--- src/hdl/pmcm_pkg.sv ---
package pmcm_pkg;
  localparam int PMCM_CHANNELS = 4;
  localparam logic [7:0] PMCM_PAGE_GLOBAL = 8'hFF;
  localparam logic [7:0] CMD_PAGE = 8'h00;
  localparam logic [7:0] CMD_STATUS_OUT_CURRENT = 8'h7B;
  localparam logic [7:0] CMD_STATUS_INPUT_SUPPLY = 8'h7C;
  localparam logic [7:0] CMD_STATUS_EXT_TEMP = 8'h7D;
  localparam logic [7:0] CMD_STATUS_COMM_MEMORY = 8'h7E;
  localparam logic [7:0] CMD_STATUS_VENDOR_SPECIFIC = 8'h80;
  localparam logic [7:0] CMD_MEAS_INPUT_VOLTAGE = 8'h88;
  localparam logic [7:0] CMD_MEAS_OUTPUT_VOLTAGE = 8'h8B;
  localparam logic [7:0] CMD_MEAS_OUTPUT_CURRENT = 8'h8C;
  localparam logic [7:0] CMD_MEAS_EXT_TEMP = 8'h8D;
  localparam logic [7:0] CMD_MEAS_INT_TEMP = 8'h8E;
  localparam logic [7:0] CMD_MEAS_OUTPUT_POWER = 8'h96;
  localparam logic [7:0] CMD_PROTOCOL_REVISION = 8'h98;
  localparam logic [7:0] CMD_TOOL_RESERVED_WORD0 = 8'hB0;
  localparam logic [7:0] CMD_TOOL_RESERVED_WORD1 = 8'hB1;
  localparam logic [7:0] CMD_OEM_RESERVED_WORD = 8'hB2;
  localparam logic [7:0] CMD_SCRATCHPAD_PAGED = 8'hB3;
  localparam logic [7:0] CMD_SCRATCHPAD_GLOBAL = 8'hB4;
  localparam logic [7:0] CMD_VENDOR_RESERVED_WORD1 = 8'hB5;
  localparam logic [7:0] CMD_VENDOR_INFO = 8'hB6;
  localparam logic [7:0] CMD_SELF_HEAT_RISE = 8'hB8;
  localparam logic [7:0] CMD_SELF_HEAT_TAU_INVERSE = 8'hB9;
  localparam logic [7:0] CMD_SELF_HEAT_THETA = 8'hBA;
  localparam logic [7:0] CMD_ALT_CURRENT_READING = 8'hBB;
  localparam logic [7:0] CMD_VENDOR_RESERVED_WORD2 = 8'hBC;
  localparam logic [7:0] CMD_NVM_UNLOCK = 8'hBD;
  localparam logic [7:0] CMD_NVM_ERASE = 8'hBE;
  localparam logic [7:0] CMD_NVM_DATA = 8'hBF;
  localparam logic [7:0] CMD_EXTRA_HOST_COMMAND = 8'hC8;
  localparam logic [7:0] CMD_EXTRA_HOST0_DATA = 8'hC9;
  localparam logic [7:0] CMD_EXTRA_HOST1_DATA = 8'hCA;
  localparam logic [7:0] CMD_CHANNEL_CONFIG = 8'hD0;
  localparam logic [7:0] CMD_GLOBAL_CONFIG = 8'hD1;
  localparam logic [7:0] CMD_FAULT_LINE0_PROPAGATE = 8'hD2;
  localparam logic [7:0] CMD_FAULT_LINE1_PROPAGATE = 8'hD3;
  localparam logic [7:0] CMD_POWER_GOOD_MAP = 8'hD4;
  localparam logic [7:0] CMD_FAULT_LINE0_RESPONSE = 8'hD5;
  localparam logic [7:0] CMD_FAULT_LINE1_RESPONSE = 8'hD6;
  localparam logic [7:0] CMD_GLOBAL_PAGE_CHANNEL_MASK = 8'hE4;
  localparam logic [15:0] RST_CHANNEL_CONFIG = 16'h0080;
  localparam logic [15:0] RST_GLOBAL_CONFIG = 16'h0F7B;
  localparam logic [15:0] RST_SELF_HEAT = 16'h8000;
  localparam logic [15:0] RST_WORD_ZERO = 16'h0000;
  localparam logic [7:0] RST_BYTE_ZERO = 8'h00;
  localparam logic [7:0] RST_PAGE_MASK = 8'h0F;
  localparam logic [7:0] NVM_UNLOCK_KEY = 8'h2B;
  localparam logic [7:0] NVM_ERASE_KEY = 8'hC4;
  localparam int NVM_WORDS = 64;
  localparam int SELF_HEAT_SCALE = 4;
  localparam real ALT_CURRENT_LSB_MA = 2.5;
  localparam int PGOOD_WDOG_BIT = 8;
  localparam int FRESP_ACTIVE_BIT = 7;

  typedef struct packed {
    logic wr;
    logic rd;
    logic [7:0] cmd;
    logic [15:0] wdata;
  } pmcm_req_type;

  typedef struct packed {
    logic [7:0] st_iout;
    logic [7:0] st_temp;
    logic [7:0] st_vendor;
    logic [15:0] vout;
    logic [15:0] iout;
    logic [15:0] temp_ext;
    logic [15:0] pout;
    logic [15:0] self_rise;
    logic [15:0] alt_iout;
    logic faulted_off;
    logic pgood;
  } pmcm_chan_type;
endpackage

--- src/hdl/pmcm_nvm.sv ---
`timescale 1ns/1ps
module pmcm_nvm
  import pmcm_pkg::*;
(
  input wire logic i_ref_clk,
  input wire logic i_rst,
  input wire logic i_erase,
  input wire logic i_wr,
  input wire logic i_rd,
  input wire logic [15:0] i_wdata,
  output logic [15:0] o_rdata
);
  typedef struct packed {
    logic [5:0] ptr;
    logic [15:0] rdata;
  } pmcm_nvm_state_type;
  pmcm_nvm_state_type st_r, st_nxt;
  logic [15:0] mem [NVM_WORDS];

  always_comb begin
    st_nxt = st_r;
    if (i_erase) begin
      st_nxt.ptr = '0;
    end else if (i_wr || i_rd) begin
      st_nxt.ptr = st_r.ptr + 6'h01;
    end
    if (i_rd) begin
      st_nxt.rdata = mem[st_r.ptr];
    end
  end

  always_ff @(posedge i_ref_clk or posedge i_rst) begin
    if (i_rst) begin
      st_r <= '0;
    end else begin
      st_r <= st_nxt;
    end
  end

  // storage cells have no reset, erase blanks them for bulk programming
  always_ff @(posedge i_ref_clk) begin
    for (int k = 0; k < NVM_WORDS; k++) begin
      if (i_erase) begin
        mem[k] <= 16'hFFFF;
      end else if (i_wr && st_r.ptr == k[5:0]) begin
        mem[k] <= i_wdata;
      end
    end
  end

  assign o_rdata = st_r.rdata;

  chk_nvm_ptr_step: assert property (@(posedge i_ref_clk) disable iff (i_rst)
    (i_wr && !i_erase) |=> st_r.ptr == $past(st_r.ptr) + 6'h01) else $error("pointer did not advance");
  chk_nvm_erase_rewind: assert property (@(posedge i_ref_clk) disable iff (i_rst)
    i_erase |=> st_r.ptr == 6'h00) else $error("erase did not rewind");
endmodule

--- src/hdl/pmcm_top.sv ---
// How it works
// - read-only status bytes, some shared, most per channel
// - voltage linear16, others linear11 read-only words
// - external diode temperature drives compensation
// - global byte reports protocol revision
// - alternate current reading, 2.5 mA lsb
// - per-channel self-heating rise word, read-only
// - per-channel writable inverse tau, default 0x8000
// - per-channel writable theta, default 0x8000
// - nvm erase and data refused until unlocked
// - erase write initialises nvm for programming
// - each data word access advances nvm location
// - extra hosts: shared command, two data words
// - channel config 0x0080, global config 0x0F7B
// - per-channel, per-line faulted-off propagation select
// - power good from watchdog/reset and channel map
// - external fault line pull triggers configured response
// - page 0xFF writes all masked channels
`timescale 1ns/1ps
module pmcm_top
  import pmcm_pkg::*;
#(
  parameter logic [15:0] VENDOR_INFO_VALUE = 16'h00A5, // arbitrary value
  parameter logic [7:0] REVISION_VALUE = 8'h22 // arbitrary value
)(
  input wire logic i_ref_clk,
  input wire logic i_rst,
  input wire pmcm_req_type i_req,
  input wire pmcm_chan_type [3:0] i_chan,
  input wire logic [7:0] i_st_input,
  input wire logic [7:0] i_st_comm_mem,
  input wire logic [15:0] i_vin,
  input wire logic [15:0] i_temp_int,
  input wire logic i_watchdog_ok,
  input wire logic i_shared_fault_line0,
  input wire logic i_shared_fault_line1,
  output logic [15:0] o_rdata,
  output logic [15:0] o_temp_comp [4],
  output logic o_shared_fault_line0_oe,
  output logic o_shared_fault_line1_oe,
  output logic o_power_good,
  output logic o_fault_action0,
  output logic o_fault_action1,
  output logic [7:0] o_fault_resp0,
  output logic [7:0] o_fault_resp1
);
  typedef struct packed {
    logic [7:0] page;
    logic [7:0] page_mask;
    logic unlocked;
    logic [3:0][15:0] tau_inv;
    logic [3:0][15:0] theta;
    logic [3:0][15:0] ch_cfg;
    logic [3:0][15:0] scratch_p;
    logic [3:0][15:0] tool1;
    logic [3:0][15:0] rsv1;
    logic [3:0][15:0] rsv2;
    logic [3:0] prop0;
    logic [3:0] prop1;
    logic [15:0] glb_cfg;
    logic [15:0] scratch_g;
    logic [15:0] tool0;
    logic [15:0] oem;
    logic [15:0] xcmd;
    logic [15:0] xdata0;
    logic [15:0] xdata1;
    logic [15:0] pg_map;
    logic [7:0] fresp0;
    logic [7:0] fresp1;
    logic [15:0] rdata;
    logic fline0_q;
    logic fline1_q;
    logic act0;
    logic act1;
    logic pgood;
    logic oe0;
    logic oe1;
    logic nvm_rd_q;
  } pmcm_state_type;

  pmcm_state_type st_r, st_nxt;
  logic [15:0] nvm_rdata;
  logic nvm_erase, nvm_wr, nvm_rd;

  function automatic logic [3:0] chan_sel(input logic [7:0] page, input logic [7:0] mask);
    chan_sel = 4'h0;
    if (page == PMCM_PAGE_GLOBAL) begin
      chan_sel = mask[3:0];
    end else if (page < 8'h04) begin
      chan_sel[page[1:0]] = 1'b1;
    end
  endfunction

  function automatic logic [15:0] paged(input logic [3:0][15:0] r, input logic [7:0] page);
    paged = r[page[1:0]];
  endfunction

  logic [3:0] wsel;
  logic [1:0] ch;
  logic [3:0][15:0] v_st_iout, v_st_temp, v_st_vend, v_vout, v_iout, v_temp, v_pout, v_rise, v_alt;
  logic [3:0][15:0] v_prop0, v_prop1;
  logic [3:0] foff_v;
  always_comb begin
    for (int k = 0; k < 4; k++) begin
      v_st_iout[k] = {8'h00, i_chan[k].st_iout};
      v_st_temp[k] = {8'h00, i_chan[k].st_temp};
      v_st_vend[k] = {8'h00, i_chan[k].st_vendor};
      v_vout[k] = i_chan[k].vout;
      v_iout[k] = i_chan[k].iout;
      v_temp[k] = i_chan[k].temp_ext;
      v_pout[k] = i_chan[k].pout;
      v_rise[k] = i_chan[k].self_rise;
      v_alt[k] = i_chan[k].alt_iout;
      v_prop0[k] = {15'h0000, st_r.prop0[k]};
      v_prop1[k] = {15'h0000, st_r.prop1[k]};
      foff_v[k] = i_chan[k].faulted_off;
    end
  end

  assign wsel = chan_sel(st_r.page, st_r.page_mask);
  assign ch = st_r.page[1:0];
  assign nvm_erase = i_req.wr && i_req.cmd == CMD_NVM_ERASE && st_r.unlocked
    && i_req.wdata[7:0] == NVM_ERASE_KEY;
  assign nvm_wr = i_req.wr && i_req.cmd == CMD_NVM_DATA && st_r.unlocked;
  assign nvm_rd = i_req.rd && i_req.cmd == CMD_NVM_DATA && st_r.unlocked;

  always_comb begin
    st_nxt = st_r;
    if (i_req.wr) begin
      if (i_req.cmd == CMD_PAGE) begin
        st_nxt.page = i_req.wdata[7:0];
      end else if (i_req.cmd == CMD_GLOBAL_PAGE_CHANNEL_MASK) begin
        st_nxt.page_mask = i_req.wdata[7:0];
      end else if (i_req.cmd == CMD_NVM_UNLOCK) begin
        st_nxt.unlocked = i_req.wdata[7:0] == NVM_UNLOCK_KEY;
      end else if (i_req.cmd == CMD_GLOBAL_CONFIG) begin
        st_nxt.glb_cfg = i_req.wdata;
      end else if (i_req.cmd == CMD_SCRATCHPAD_GLOBAL) begin
        st_nxt.scratch_g = i_req.wdata;
      end else if (i_req.cmd == CMD_TOOL_RESERVED_WORD0) begin
        st_nxt.tool0 = i_req.wdata;
      end else if (i_req.cmd == CMD_OEM_RESERVED_WORD) begin
        st_nxt.oem = i_req.wdata;
      end else if (i_req.cmd == CMD_EXTRA_HOST_COMMAND) begin
        st_nxt.xcmd = i_req.wdata;
      end else if (i_req.cmd == CMD_EXTRA_HOST0_DATA) begin
        st_nxt.xdata0 = i_req.wdata;
      end else if (i_req.cmd == CMD_EXTRA_HOST1_DATA) begin
        st_nxt.xdata1 = i_req.wdata;
      end else if (i_req.cmd == CMD_POWER_GOOD_MAP) begin
        st_nxt.pg_map = i_req.wdata;
      end else if (i_req.cmd == CMD_FAULT_LINE0_RESPONSE) begin
        st_nxt.fresp0 = i_req.wdata[7:0];
      end else if (i_req.cmd == CMD_FAULT_LINE1_RESPONSE) begin
        st_nxt.fresp1 = i_req.wdata[7:0];
      end
      // paged writes land in every selected copy; read-only codes fall through untouched
      for (int k = 0; k < 4; k++) begin
        if (wsel[k]) begin
          if (i_req.cmd == CMD_SELF_HEAT_TAU_INVERSE) begin
            st_nxt.tau_inv[k] = i_req.wdata;
          end else if (i_req.cmd == CMD_SELF_HEAT_THETA) begin
            st_nxt.theta[k] = i_req.wdata;
          end else if (i_req.cmd == CMD_CHANNEL_CONFIG) begin
            st_nxt.ch_cfg[k] = i_req.wdata;
          end else if (i_req.cmd == CMD_SCRATCHPAD_PAGED) begin
            st_nxt.scratch_p[k] = i_req.wdata;
          end else if (i_req.cmd == CMD_TOOL_RESERVED_WORD1) begin
            st_nxt.tool1[k] = i_req.wdata;
          end else if (i_req.cmd == CMD_VENDOR_RESERVED_WORD1) begin
            st_nxt.rsv1[k] = i_req.wdata;
          end else if (i_req.cmd == CMD_VENDOR_RESERVED_WORD2) begin
            st_nxt.rsv2[k] = i_req.wdata;
          end else if (i_req.cmd == CMD_FAULT_LINE0_PROPAGATE) begin
            st_nxt.prop0[k] = i_req.wdata[0];
          end else if (i_req.cmd == CMD_FAULT_LINE1_PROPAGATE) begin
            st_nxt.prop1[k] = i_req.wdata[0];
          end
        end
      end
    end

    if (i_req.rd) begin
      if (i_req.cmd == CMD_STATUS_INPUT_SUPPLY) begin
        st_nxt.rdata = {8'h00, i_st_input};
      end else if (i_req.cmd == CMD_STATUS_COMM_MEMORY) begin
        st_nxt.rdata = {8'h00, i_st_comm_mem};
      end else if (i_req.cmd == CMD_STATUS_OUT_CURRENT) begin
        st_nxt.rdata = paged(v_st_iout, st_r.page);
      end else if (i_req.cmd == CMD_STATUS_EXT_TEMP) begin
        st_nxt.rdata = paged(v_st_temp, st_r.page);
      end else if (i_req.cmd == CMD_STATUS_VENDOR_SPECIFIC) begin
        st_nxt.rdata = paged(v_st_vend, st_r.page);
      end else if (i_req.cmd == CMD_MEAS_INPUT_VOLTAGE) begin
        st_nxt.rdata = i_vin;
      end else if (i_req.cmd == CMD_MEAS_OUTPUT_VOLTAGE) begin
        st_nxt.rdata = paged(v_vout, st_r.page);
      end else if (i_req.cmd == CMD_MEAS_OUTPUT_CURRENT) begin
        st_nxt.rdata = paged(v_iout, st_r.page);
      end else if (i_req.cmd == CMD_MEAS_EXT_TEMP) begin
        st_nxt.rdata = paged(v_temp, st_r.page);
      end else if (i_req.cmd == CMD_MEAS_INT_TEMP) begin
        st_nxt.rdata = i_temp_int;
      end else if (i_req.cmd == CMD_MEAS_OUTPUT_POWER) begin
        st_nxt.rdata = paged(v_pout, st_r.page);
      end else if (i_req.cmd == CMD_PROTOCOL_REVISION) begin
        st_nxt.rdata = {8'h00, REVISION_VALUE};
      end else if (i_req.cmd == CMD_TOOL_RESERVED_WORD0) begin
        st_nxt.rdata = st_r.tool0;
      end else if (i_req.cmd == CMD_TOOL_RESERVED_WORD1) begin
        st_nxt.rdata = paged(st_r.tool1, st_r.page);
      end else if (i_req.cmd == CMD_OEM_RESERVED_WORD) begin
        st_nxt.rdata = st_r.oem;
      end else if (i_req.cmd == CMD_SCRATCHPAD_PAGED) begin
        st_nxt.rdata = paged(st_r.scratch_p, st_r.page);
      end else if (i_req.cmd == CMD_SCRATCHPAD_GLOBAL) begin
        st_nxt.rdata = st_r.scratch_g;
      end else if (i_req.cmd == CMD_VENDOR_RESERVED_WORD1) begin
        st_nxt.rdata = paged(st_r.rsv1, st_r.page);
      end else if (i_req.cmd == CMD_VENDOR_INFO) begin
        st_nxt.rdata = VENDOR_INFO_VALUE;
      end else if (i_req.cmd == CMD_SELF_HEAT_RISE) begin
        st_nxt.rdata = paged(v_rise, st_r.page);
      end else if (i_req.cmd == CMD_SELF_HEAT_TAU_INVERSE) begin
        st_nxt.rdata = paged(st_r.tau_inv, st_r.page);
      end else if (i_req.cmd == CMD_SELF_HEAT_THETA) begin
        st_nxt.rdata = paged(st_r.theta, st_r.page);
      end else if (i_req.cmd == CMD_ALT_CURRENT_READING) begin
        st_nxt.rdata = paged(v_alt, st_r.page);
      end else if (i_req.cmd == CMD_VENDOR_RESERVED_WORD2) begin
        st_nxt.rdata = paged(st_r.rsv2, st_r.page);
      end else if (i_req.cmd == CMD_NVM_UNLOCK) begin
        st_nxt.rdata = {15'h0000, st_r.unlocked};
      end else if (i_req.cmd == CMD_EXTRA_HOST_COMMAND) begin
        st_nxt.rdata = st_r.xcmd;
      end else if (i_req.cmd == CMD_EXTRA_HOST0_DATA) begin
        st_nxt.rdata = st_r.xdata0;
      end else if (i_req.cmd == CMD_EXTRA_HOST1_DATA) begin
        st_nxt.rdata = st_r.xdata1;
      end else if (i_req.cmd == CMD_CHANNEL_CONFIG) begin
        st_nxt.rdata = paged(st_r.ch_cfg, st_r.page);
      end else if (i_req.cmd == CMD_GLOBAL_CONFIG) begin
        st_nxt.rdata = st_r.glb_cfg;
      end else if (i_req.cmd == CMD_FAULT_LINE0_PROPAGATE) begin
        st_nxt.rdata = paged(v_prop0, st_r.page);
      end else if (i_req.cmd == CMD_FAULT_LINE1_PROPAGATE) begin
        st_nxt.rdata = paged(v_prop1, st_r.page);
      end else if (i_req.cmd == CMD_POWER_GOOD_MAP) begin
        st_nxt.rdata = st_r.pg_map;
      end else if (i_req.cmd == CMD_FAULT_LINE0_RESPONSE) begin
        st_nxt.rdata = {8'h00, st_r.fresp0};
      end else if (i_req.cmd == CMD_FAULT_LINE1_RESPONSE) begin
        st_nxt.rdata = {8'h00, st_r.fresp1};
      end else if (i_req.cmd == CMD_PAGE) begin
        st_nxt.rdata = {8'h00, st_r.page};
      end else if (i_req.cmd == CMD_GLOBAL_PAGE_CHANNEL_MASK) begin
        st_nxt.rdata = {8'h00, st_r.page_mask};
      end else begin
        st_nxt.rdata = 16'h0000;
      end
    end

    // fault lines are open drain: pull low when any propagating channel is faulted off
    st_nxt.oe0 = 1'b0;
    st_nxt.oe1 = 1'b0;
    st_nxt.pgood = st_r.pg_map[PGOOD_WDOG_BIT] ? i_watchdog_ok : 1'b1;
    for (int k = 0; k < 4; k++) begin
      st_nxt.oe0 = st_nxt.oe0 | (st_r.prop0[k] & i_chan[k].faulted_off);
      st_nxt.oe1 = st_nxt.oe1 | (st_r.prop1[k] & i_chan[k].faulted_off);
      if (st_r.pg_map[k]) begin
        st_nxt.pgood = st_nxt.pgood & i_chan[k].pgood;
      end
    end
    // our own pull-down must not retrigger our response
    st_nxt.fline0_q = i_shared_fault_line0 | st_r.oe0;
    st_nxt.fline1_q = i_shared_fault_line1 | st_r.oe1;
    st_nxt.act0 = st_r.fline0_q & ~st_nxt.fline0_q & st_r.fresp0[FRESP_ACTIVE_BIT];
    st_nxt.act1 = st_r.fline1_q & ~st_nxt.fline1_q & st_r.fresp1[FRESP_ACTIVE_BIT];
    st_nxt.nvm_rd_q = nvm_rd;
  end

  always_ff @(posedge i_ref_clk or posedge i_rst) begin
    if (i_rst) begin
      st_r <= '0;
      st_r.page_mask <= RST_PAGE_MASK;
      st_r.tau_inv <= {4{RST_SELF_HEAT}};
      st_r.theta <= {4{RST_SELF_HEAT}};
      st_r.ch_cfg <= {4{RST_CHANNEL_CONFIG}};
      st_r.glb_cfg <= RST_GLOBAL_CONFIG;
      st_r.fline0_q <= 1'b1;
      st_r.fline1_q <= 1'b1;
      st_r.pgood <= 1'b1;
    end else begin
      st_r <= st_nxt;
    end
  end

  pmcm_nvm u_nvm (
    .i_ref_clk(i_ref_clk),
    .i_rst(i_rst),
    .i_erase(nvm_erase),
    .i_wr(nvm_wr),
    .i_rd(nvm_rd),
    .i_wdata(i_req.wdata),
    .o_rdata(nvm_rdata)
  );

  assign o_rdata = st_r.nvm_rd_q ? nvm_rdata : st_r.rdata;
  // compensation sees the external diode, never the junction sensor
  always_comb begin
    for (int k = 0; k < 4; k++) begin
      o_temp_comp[k] = 16'(i_chan[k].temp_ext + i_chan[k].self_rise);
    end
  end
  assign o_shared_fault_line0_oe = st_r.oe0;
  assign o_shared_fault_line1_oe = st_r.oe1;
  assign o_power_good = st_r.pgood;
  assign o_fault_action0 = st_r.act0;
  assign o_fault_action1 = st_r.act1;
  assign o_fault_resp0 = st_r.fresp0;
  assign o_fault_resp1 = st_r.fresp1;

  chk_locked_no_erase: assert property (@(posedge i_ref_clk) disable iff (i_rst)
    !st_r.unlocked |-> !nvm_erase && !nvm_wr) else $error("nvm touched while locked");
  chk_ro_write_ignored: assert property (@(posedge i_ref_clk) disable iff (i_rst)
    (i_req.wr && i_req.cmd == CMD_MEAS_OUTPUT_VOLTAGE)
    |=> st_r.rdata == $past(st_r.rdata) && st_r.ch_cfg == $past(st_r.ch_cfg) && st_r.tau_inv == $past(st_r.tau_inv))
    else $error("ro write");
  chk_global_page_write: assert property (@(posedge i_ref_clk) disable iff (i_rst)
    (i_req.wr && i_req.cmd == CMD_SELF_HEAT_TAU_INVERSE && st_r.page == PMCM_PAGE_GLOBAL && st_r.page_mask[0])
    |=> st_r.tau_inv[0] == $past(i_req.wdata)) else $error("global page write missed");
  chk_paged_read_sel: assert property (@(posedge i_ref_clk) disable iff (i_rst)
    (i_req.rd && i_req.cmd == CMD_MEAS_OUTPUT_VOLTAGE) |=> st_r.rdata == $past(i_chan[ch].vout)) else $error("vout");
  chk_revision_read: assert property (@(posedge i_ref_clk) disable iff (i_rst)
    (i_req.rd && i_req.cmd == CMD_PROTOCOL_REVISION) |=> st_r.rdata[7:0] == REVISION_VALUE) else $error("rev");
  chk_fault_prop_line: assert property (@(posedge i_ref_clk) disable iff (i_rst)
    (|(st_r.prop0 & foff_v)) |=> o_shared_fault_line0_oe) else $error("no pull");
  chk_pgood_watchdog: assert property (@(posedge i_ref_clk) disable iff (i_rst)
    (st_r.pg_map[PGOOD_WDOG_BIT] && !i_watchdog_ok) |=> !o_power_good) else $error("pgood");
  chk_fault_response: assert property (@(posedge i_ref_clk) disable iff (i_rst)
    o_fault_action0 |-> $past(st_r.fresp0[FRESP_ACTIVE_BIT])) else $error("action");
endmodule
--- config.mk ---
export PLATFORM = sky130hd
export DESIGN_NAME = pmcm_top
export DESIGN_NICKNAME = d
export VERILOG_FILES = /design/src/hdl/pmcm_pkg.sv /design/src/hdl/pmcm_nvm.sv /design/src/hdl/pmcm_top.sv
export SDC_FILE = /design/constraint.sdc
export NUM_CORES = 2
export LEC_CHECK = 0
export ABC_AREA = 1
export BUFFER_PORTS_ARGS = -buffer_cell sky130_fd_sc_hd__buf_2
export CAP_MARGIN = 20
export CELL_PAD_IN_SITES_DETAIL_PLACEMENT = 0
export CELL_PAD_IN_SITES_GLOBAL_PLACEMENT = 2
export CORE_MARGIN = 10
export CORE_UTILIZATION = 28
export DETAILED_ROUTE_END_ITERATION = 8
export PLACE_DENSITY = 0.62
export SYNTH_ARGS = -nofsm -noshare
export SYNTH_HDL_FRONTEND = slang
export SYNTH_SLANG_ARGS = --single-unit
--- constraint.sdc ---
create_clock -name i_ref_clk -period 38.8 [get_ports i_ref_clk]
set_input_delay 1.94 -clock i_ref_clk [delete_from_list [all_inputs] [get_ports i_ref_clk]]
set_output_delay 1.94 -clock i_ref_clk [all_outputs]
set_load 0.05 [all_outputs]
==> impl_summary.txt <==
----------------------------------------------------
[Detailed routing]
  Detailed route wirelength on metal2 ... roughly 160 mm
  WL/cell ... between 20 and 30 um
  Wirelength, routed ... about 360 mm
  Total iterations of the first detailed-routing run ... 8
  Met1 routed wirelength after detailed routing ... ~170 mm
  Starting DRC count in detailed routing ... between 6,000 and 7,000
  Post-DR vias/cell ... 5.16
  Routed length on met3 ... approximately 22 mm
  Overall via count from detail_route ... approximately 67,000
  Count of nets left with antenna violations after detail routing ... 0
  Drc violations ... 0
  Highest layer used for signal routing ... met5

[Logic synthesis]
  Synth Register Bits ... about 1,700
  Post-synthesis mux area share ... less than 1%
  Number of distinct library cell variants in the gate-level netlist after synthesis ... between 60 and 70
  Mapped Area ... 79,300 um2
  Area share of xor/xnor cells in the synthesized design ... less than 1%
  Mean Syn Cell Area ... ~9.2 um2
  Post-synthesis share of cell area spent on and, or, nand and nor gates ... 18.1%
  Post-synthesis adder-cell area fraction ... ~1.1%
  Post-synthesis cell count ... ~8,600
  Ys flop type ... sky130_fd_sc_hd__edfxtp_1
  Area fraction in compound gates after synthesis ... around 16%
  Number of enable-type register cells in the synthesized netlist ... between 1,000 and 1,500
  Fraction of registers with async set/reset ... approximately 40%
  Combinational family with the most area after synthesis ... simple AND/OR/NAND/NOR gates
  Total number of yosys warnings ... 0
  Nets in the synthesized netlist ... 9,251
  Portion of the post-synthesis area used by sequential elements ... ~60%

[Clock tree]
  Inserted Clock Buffers ... between 200 and 250
  Clock-pin slew on the worst setup and hold paths ... approximately 0.060 ns
  Cts hold-fix bufs ... 0
  Clock insertion delay at the later pin of the skew report ... between 0.8 and 0.9 ns
  Maximum count of clock buffers along a single path ... 4
  Clock root buffer ... sky130_fd_sc_hd__clkbuf_16
  Post-cts gate resize count ... 0
  Number of setup buffers added after CTS ... 0
  Number of clock sinks ... roughly 1,700
  CTS tree ... built
  Number of H-tree branching levels ... 4

[Floorplan]
  Standard-cell rows ... ~200
  Count of pins on the block boundary ... 668
  Die extent in y ... 552 um
  Placeable core region ... about 280,000 um2
  Area enclosed by the die boundary ... 305,000 um2
  Starting density of the core ... between 20 and 30%
  Width of the chip ... approximately 550 um

[Outcome]
  Result of the run ... finished, final reports clean

[Timing]
  Number of hold violations in the final report ... 0
  Clock period minus worst slack ... between 7 and 8 ns
  Max-slew headroom at the worst pin ... approximately 19%
  Part of the cycle the worst path needs ... between 10% and 20%
  Fmax ... between 100 and 150 MHz
  Setup repair after global routing missed its margin ... no
  Tightest hold margin ... 0.477 ns
  Slew at the pin closest to its max-slew limit ... between 1 and 1.5 ns
  Final setup violation count ... 0
  Final worst clock skew ... roughly 0.057 ns
  Number of slew-limit violations in the final report ... 0
  Post-route setup TNS ... 0 ns

[Placed design]
  IO Port Bufs ... around 670
  Gp weighted congestion ... about 0.9
  Dpl hpwl ... ~250 mm

[Worst setup path]
  Critical path start-end classification ... in -> out
  Startpoint Class ... input port
  Critical path peak fanout ... 4
  Delay of the slowest critical-path stage ... 0.35 ns
  Cell depth of the worst flop-to-flop path ... 19
  CP startpoint ... i_chan[386]
  Register-to-register setup slack ... approximately 33 ns
  Worst path most repeated cell ... sky130_fd_sc_hd__a21oi_1
  Crit path DAT ... 5.08 ns
  Cell with the largest stage delay on the worst path ... sky130_fd_sc_hd__ha_1
  Critical path capture point type ... output pin
  Destination of the critical timing path ... o_temp_comp[15]
  Startpoint of the worst-slack reg-to-reg timing path ... ch[0]
  Worst Path Required ... 36.86 ns
  Reg2Reg Capture Point ... st_r[22]
  Cells traversed along the worst timing path ... buf_2 -> ha_1 -> nand3_1 -> nand2_1 -> a21oi_1 -> o21ai_0 -> a21oi_1 -> o21ai_0 -> a21oi_1 -> nor2_1 -> nor2_1 -> o21ai_0 -> a21oi_1 -> inv_1 -> a21oi_1 -> o21ai_0 -> xor2_1 -> buf_2

[Final layout]
  Total of fill cells in the finished design ... ~29,000
  Storage element area ... 47,400 um2
  Fraction of layout instances using a drive strength above 1 ... 14.8%
  Core occupancy in the finished layout ... approximately 33%
  Total area of multi-input combinational cells ... ~28,000 um2
  Area overhead of the layout relative to synthesis ... 17.6%
  Final nets ... between 9,000 and 10,000

[Global route]
  Number of antenna violations at the first check in global routing ... just under 60
  Largest net degree at the start of global routing ... 110
  Via count of the first global-routing pass ... around 65,000
  Gr ovfl total ... 0
  Total routing resource utilization after global routing ... approximately 23%
  Global-route wire length before repair ... between 500 and 600 mm

[Worst hold path]
  Class of the tightest hold or removal check ... reg -> reg

[Pwr]
  LEAKAGE ... roughly 37 nW
  Worst vdd ir ... 0.0325 mV
  Power consumption ... 4.09 mW
  Total power per unit cell area ... between 40 and 50 nW/um2

[Flow run]
  Max capacitance violation total ... 0

----------------------------------------------------
metal layers:
metal / track usage, % / vias to the layer above
met4: 4.60 / 24
met3: 3.98 / 431
met5: 0 / -
met1: 32.8 / 33700
met2: 36.1 / 2142
li1: - / 30600
kinds of logic after synthesis:
group           Yosys count
xor+xnor                 60
simple gates           3642
buf+inv                 946
flops                  1687
compound gates         2212
mux                       1
fa+ha+maj                68
how the worst min path moves through the flow:
stage / end / slack (ns) / cells past startpoint / from
5_1_grt: st_r[127] / 0.49 / 2 / st_r[127]
6_report: st_r[456] / 0.48 / 2 / st_r[456]
3_3_place_gp: st_r[60] / 0.46 / 2 / st_r[60]
2_1_floorplan: o_power_good / 0.40 / 1 / st_r[43]
4_1_cts: st_r[130] / 0.48 / 2 / st_r[130]
3_5_place_dp: st_r[57] / 0.47 / 2 / st_r[57]
critical path: cells and delay by family:
| kind | cells | cell delay, ns |
|---|---|---|
| buffers and inverters | 3 | 0.50 |
| adder cells (fa/ha/maj) | 1 | 0.35 |
| AO/OA/AOI/OAI | 9 | 1.70 |
| XOR/XNOR | 1 | 0.21 |
| AND/OR/NAND/NOR | 4 | 0.38 |
synthesized netlist by cell type (all sizes together) (29+ instances only):
cell	instances	share of area, %
a21oi	195	1.2
a221oi	34	0.38
a22o	31	0.34
a22oi	89	0.84
buf	171	1.1
clkbuf	547	2.6
dfrtp	634	20
dfstp	29	0.96
edfxtp	1024	39
ha	64	1.0
inv	222	1.1
nand2	2488	12
nand3	88	0.56
nand4	132	1.0
nor2	852	4.1
nor3	39	0.25
o21ai	1278	8.1
o22ai	531	4.2
or2	38	0.30
xor2	46	0.51
placed cells by master (no fill, tap or decap), types with 5 or more instances in the layout:
cell and instances:
sky130_fd_sc_hd__clkbuf_16 203, sky130_fd_sc_hd__buf_16 16, sky130_fd_sc_hd__edfxtp_1 1024, sky130_fd_sc_hd__clkbuf_8 12, sky130_fd_sc_hd__nand2_1 2481, sky130_fd_sc_hd__dfrtp_1 632
sky130_fd_sc_hd__xor2_1 46, sky130_fd_sc_hd__nand4_1 132, sky130_fd_sc_hd__clkinv_1 41, sky130_fd_sc_hd__a22o_1 31, sky130_fd_sc_hd__o31ai_1 5, sky130_fd_sc_hd__a41oi_1 8
sky130_fd_sc_hd__a2111oi_0 6, sky130_fd_sc_hd__inv_2 12, sky130_fd_sc_hd__o21ai_1 85, sky130_fd_sc_hd__ha_1 64, sky130_fd_sc_hd__o22ai_1 531, sky130_fd_sc_hd__buf_4 244
sky130_fd_sc_hd__clkinv_2 32, sky130_fd_sc_hd__nor2_4 8, sky130_fd_sc_hd__nor2_2 23, sky130_fd_sc_hd__nor3_1 37, sky130_fd_sc_hd__buf_2 667, sky130_fd_sc_hd__a211oi_1 8
sky130_fd_sc_hd__or2_2 34, sky130_fd_sc_hd__inv_1 186, sky130_fd_sc_hd__o21ai_0 1187, sky130_fd_sc_hd__diode_2 22, sky130_fd_sc_hd__bufinv_16 12, sky130_fd_sc_hd__dfstp_2 29
sky130_fd_sc_hd__xnor2_1 14, sky130_fd_sc_hd__nand3_1 88, sky130_fd_sc_hd__a22oi_1 89, sky130_fd_sc_hd__clkbuf_1 53, sky130_fd_sc_hd__a21oi_1 195, sky130_fd_sc_hd__nor2_1 819
sky130_fd_sc_hd__a221oi_1 34, sky130_fd_sc_hd__o21ai_2 6, sky130_fd_sc_hd__inv_4 21
report_power, final:
part           switching, mW  internal [mW]  total [mW]
Sequential           0.00946           1.91        1.92
Clock                  0.784           1.06        1.84
Combinational          0.255         0.0801       0.335
Total                   1.05           3.05        4.09
state kept, by name, indices dropped and copies added, names as in the netlist:
signal / cells
o_fault_action1: 1
u_nvm.o_rdata: 16
u_nvm.mem: 1024
st_r: 618
ch: 2
o_fault_resp1: 8
o_shared_fault_line1_oe: 1
o_power_good: 1
o_shared_fault_line0_oe: 1
o_fault_resp0: 8
u_nvm.st_r: 6
o_fault_action0: 1
layout make-up:
type / count / area share, %
Tap cell: 3743 / 5.02
Timing Repair Buffer: 935 / 6.15
Antenna cell: 22 / 0.0590
Inverter: 228 / 0.995
Multi-Input combinational cell: 5983 / 30.3
Clock inverter: 90 / 0.846
Clock buffer: 268 / 5.83
Sequential cell: 1687 / 50.8
metrics by stage:
step,instances,worst slack (ns),area (um2)
finish,13000,31.78,93300
global route,12900,31.49,93300
CTS,12900,31.78,92900
detailed placement,12600,31.80,86700
global placement,12600,31.77,86500
floorplan,8616,18.33,79300
Note: power is estimated with default switching activity, not from simulation.
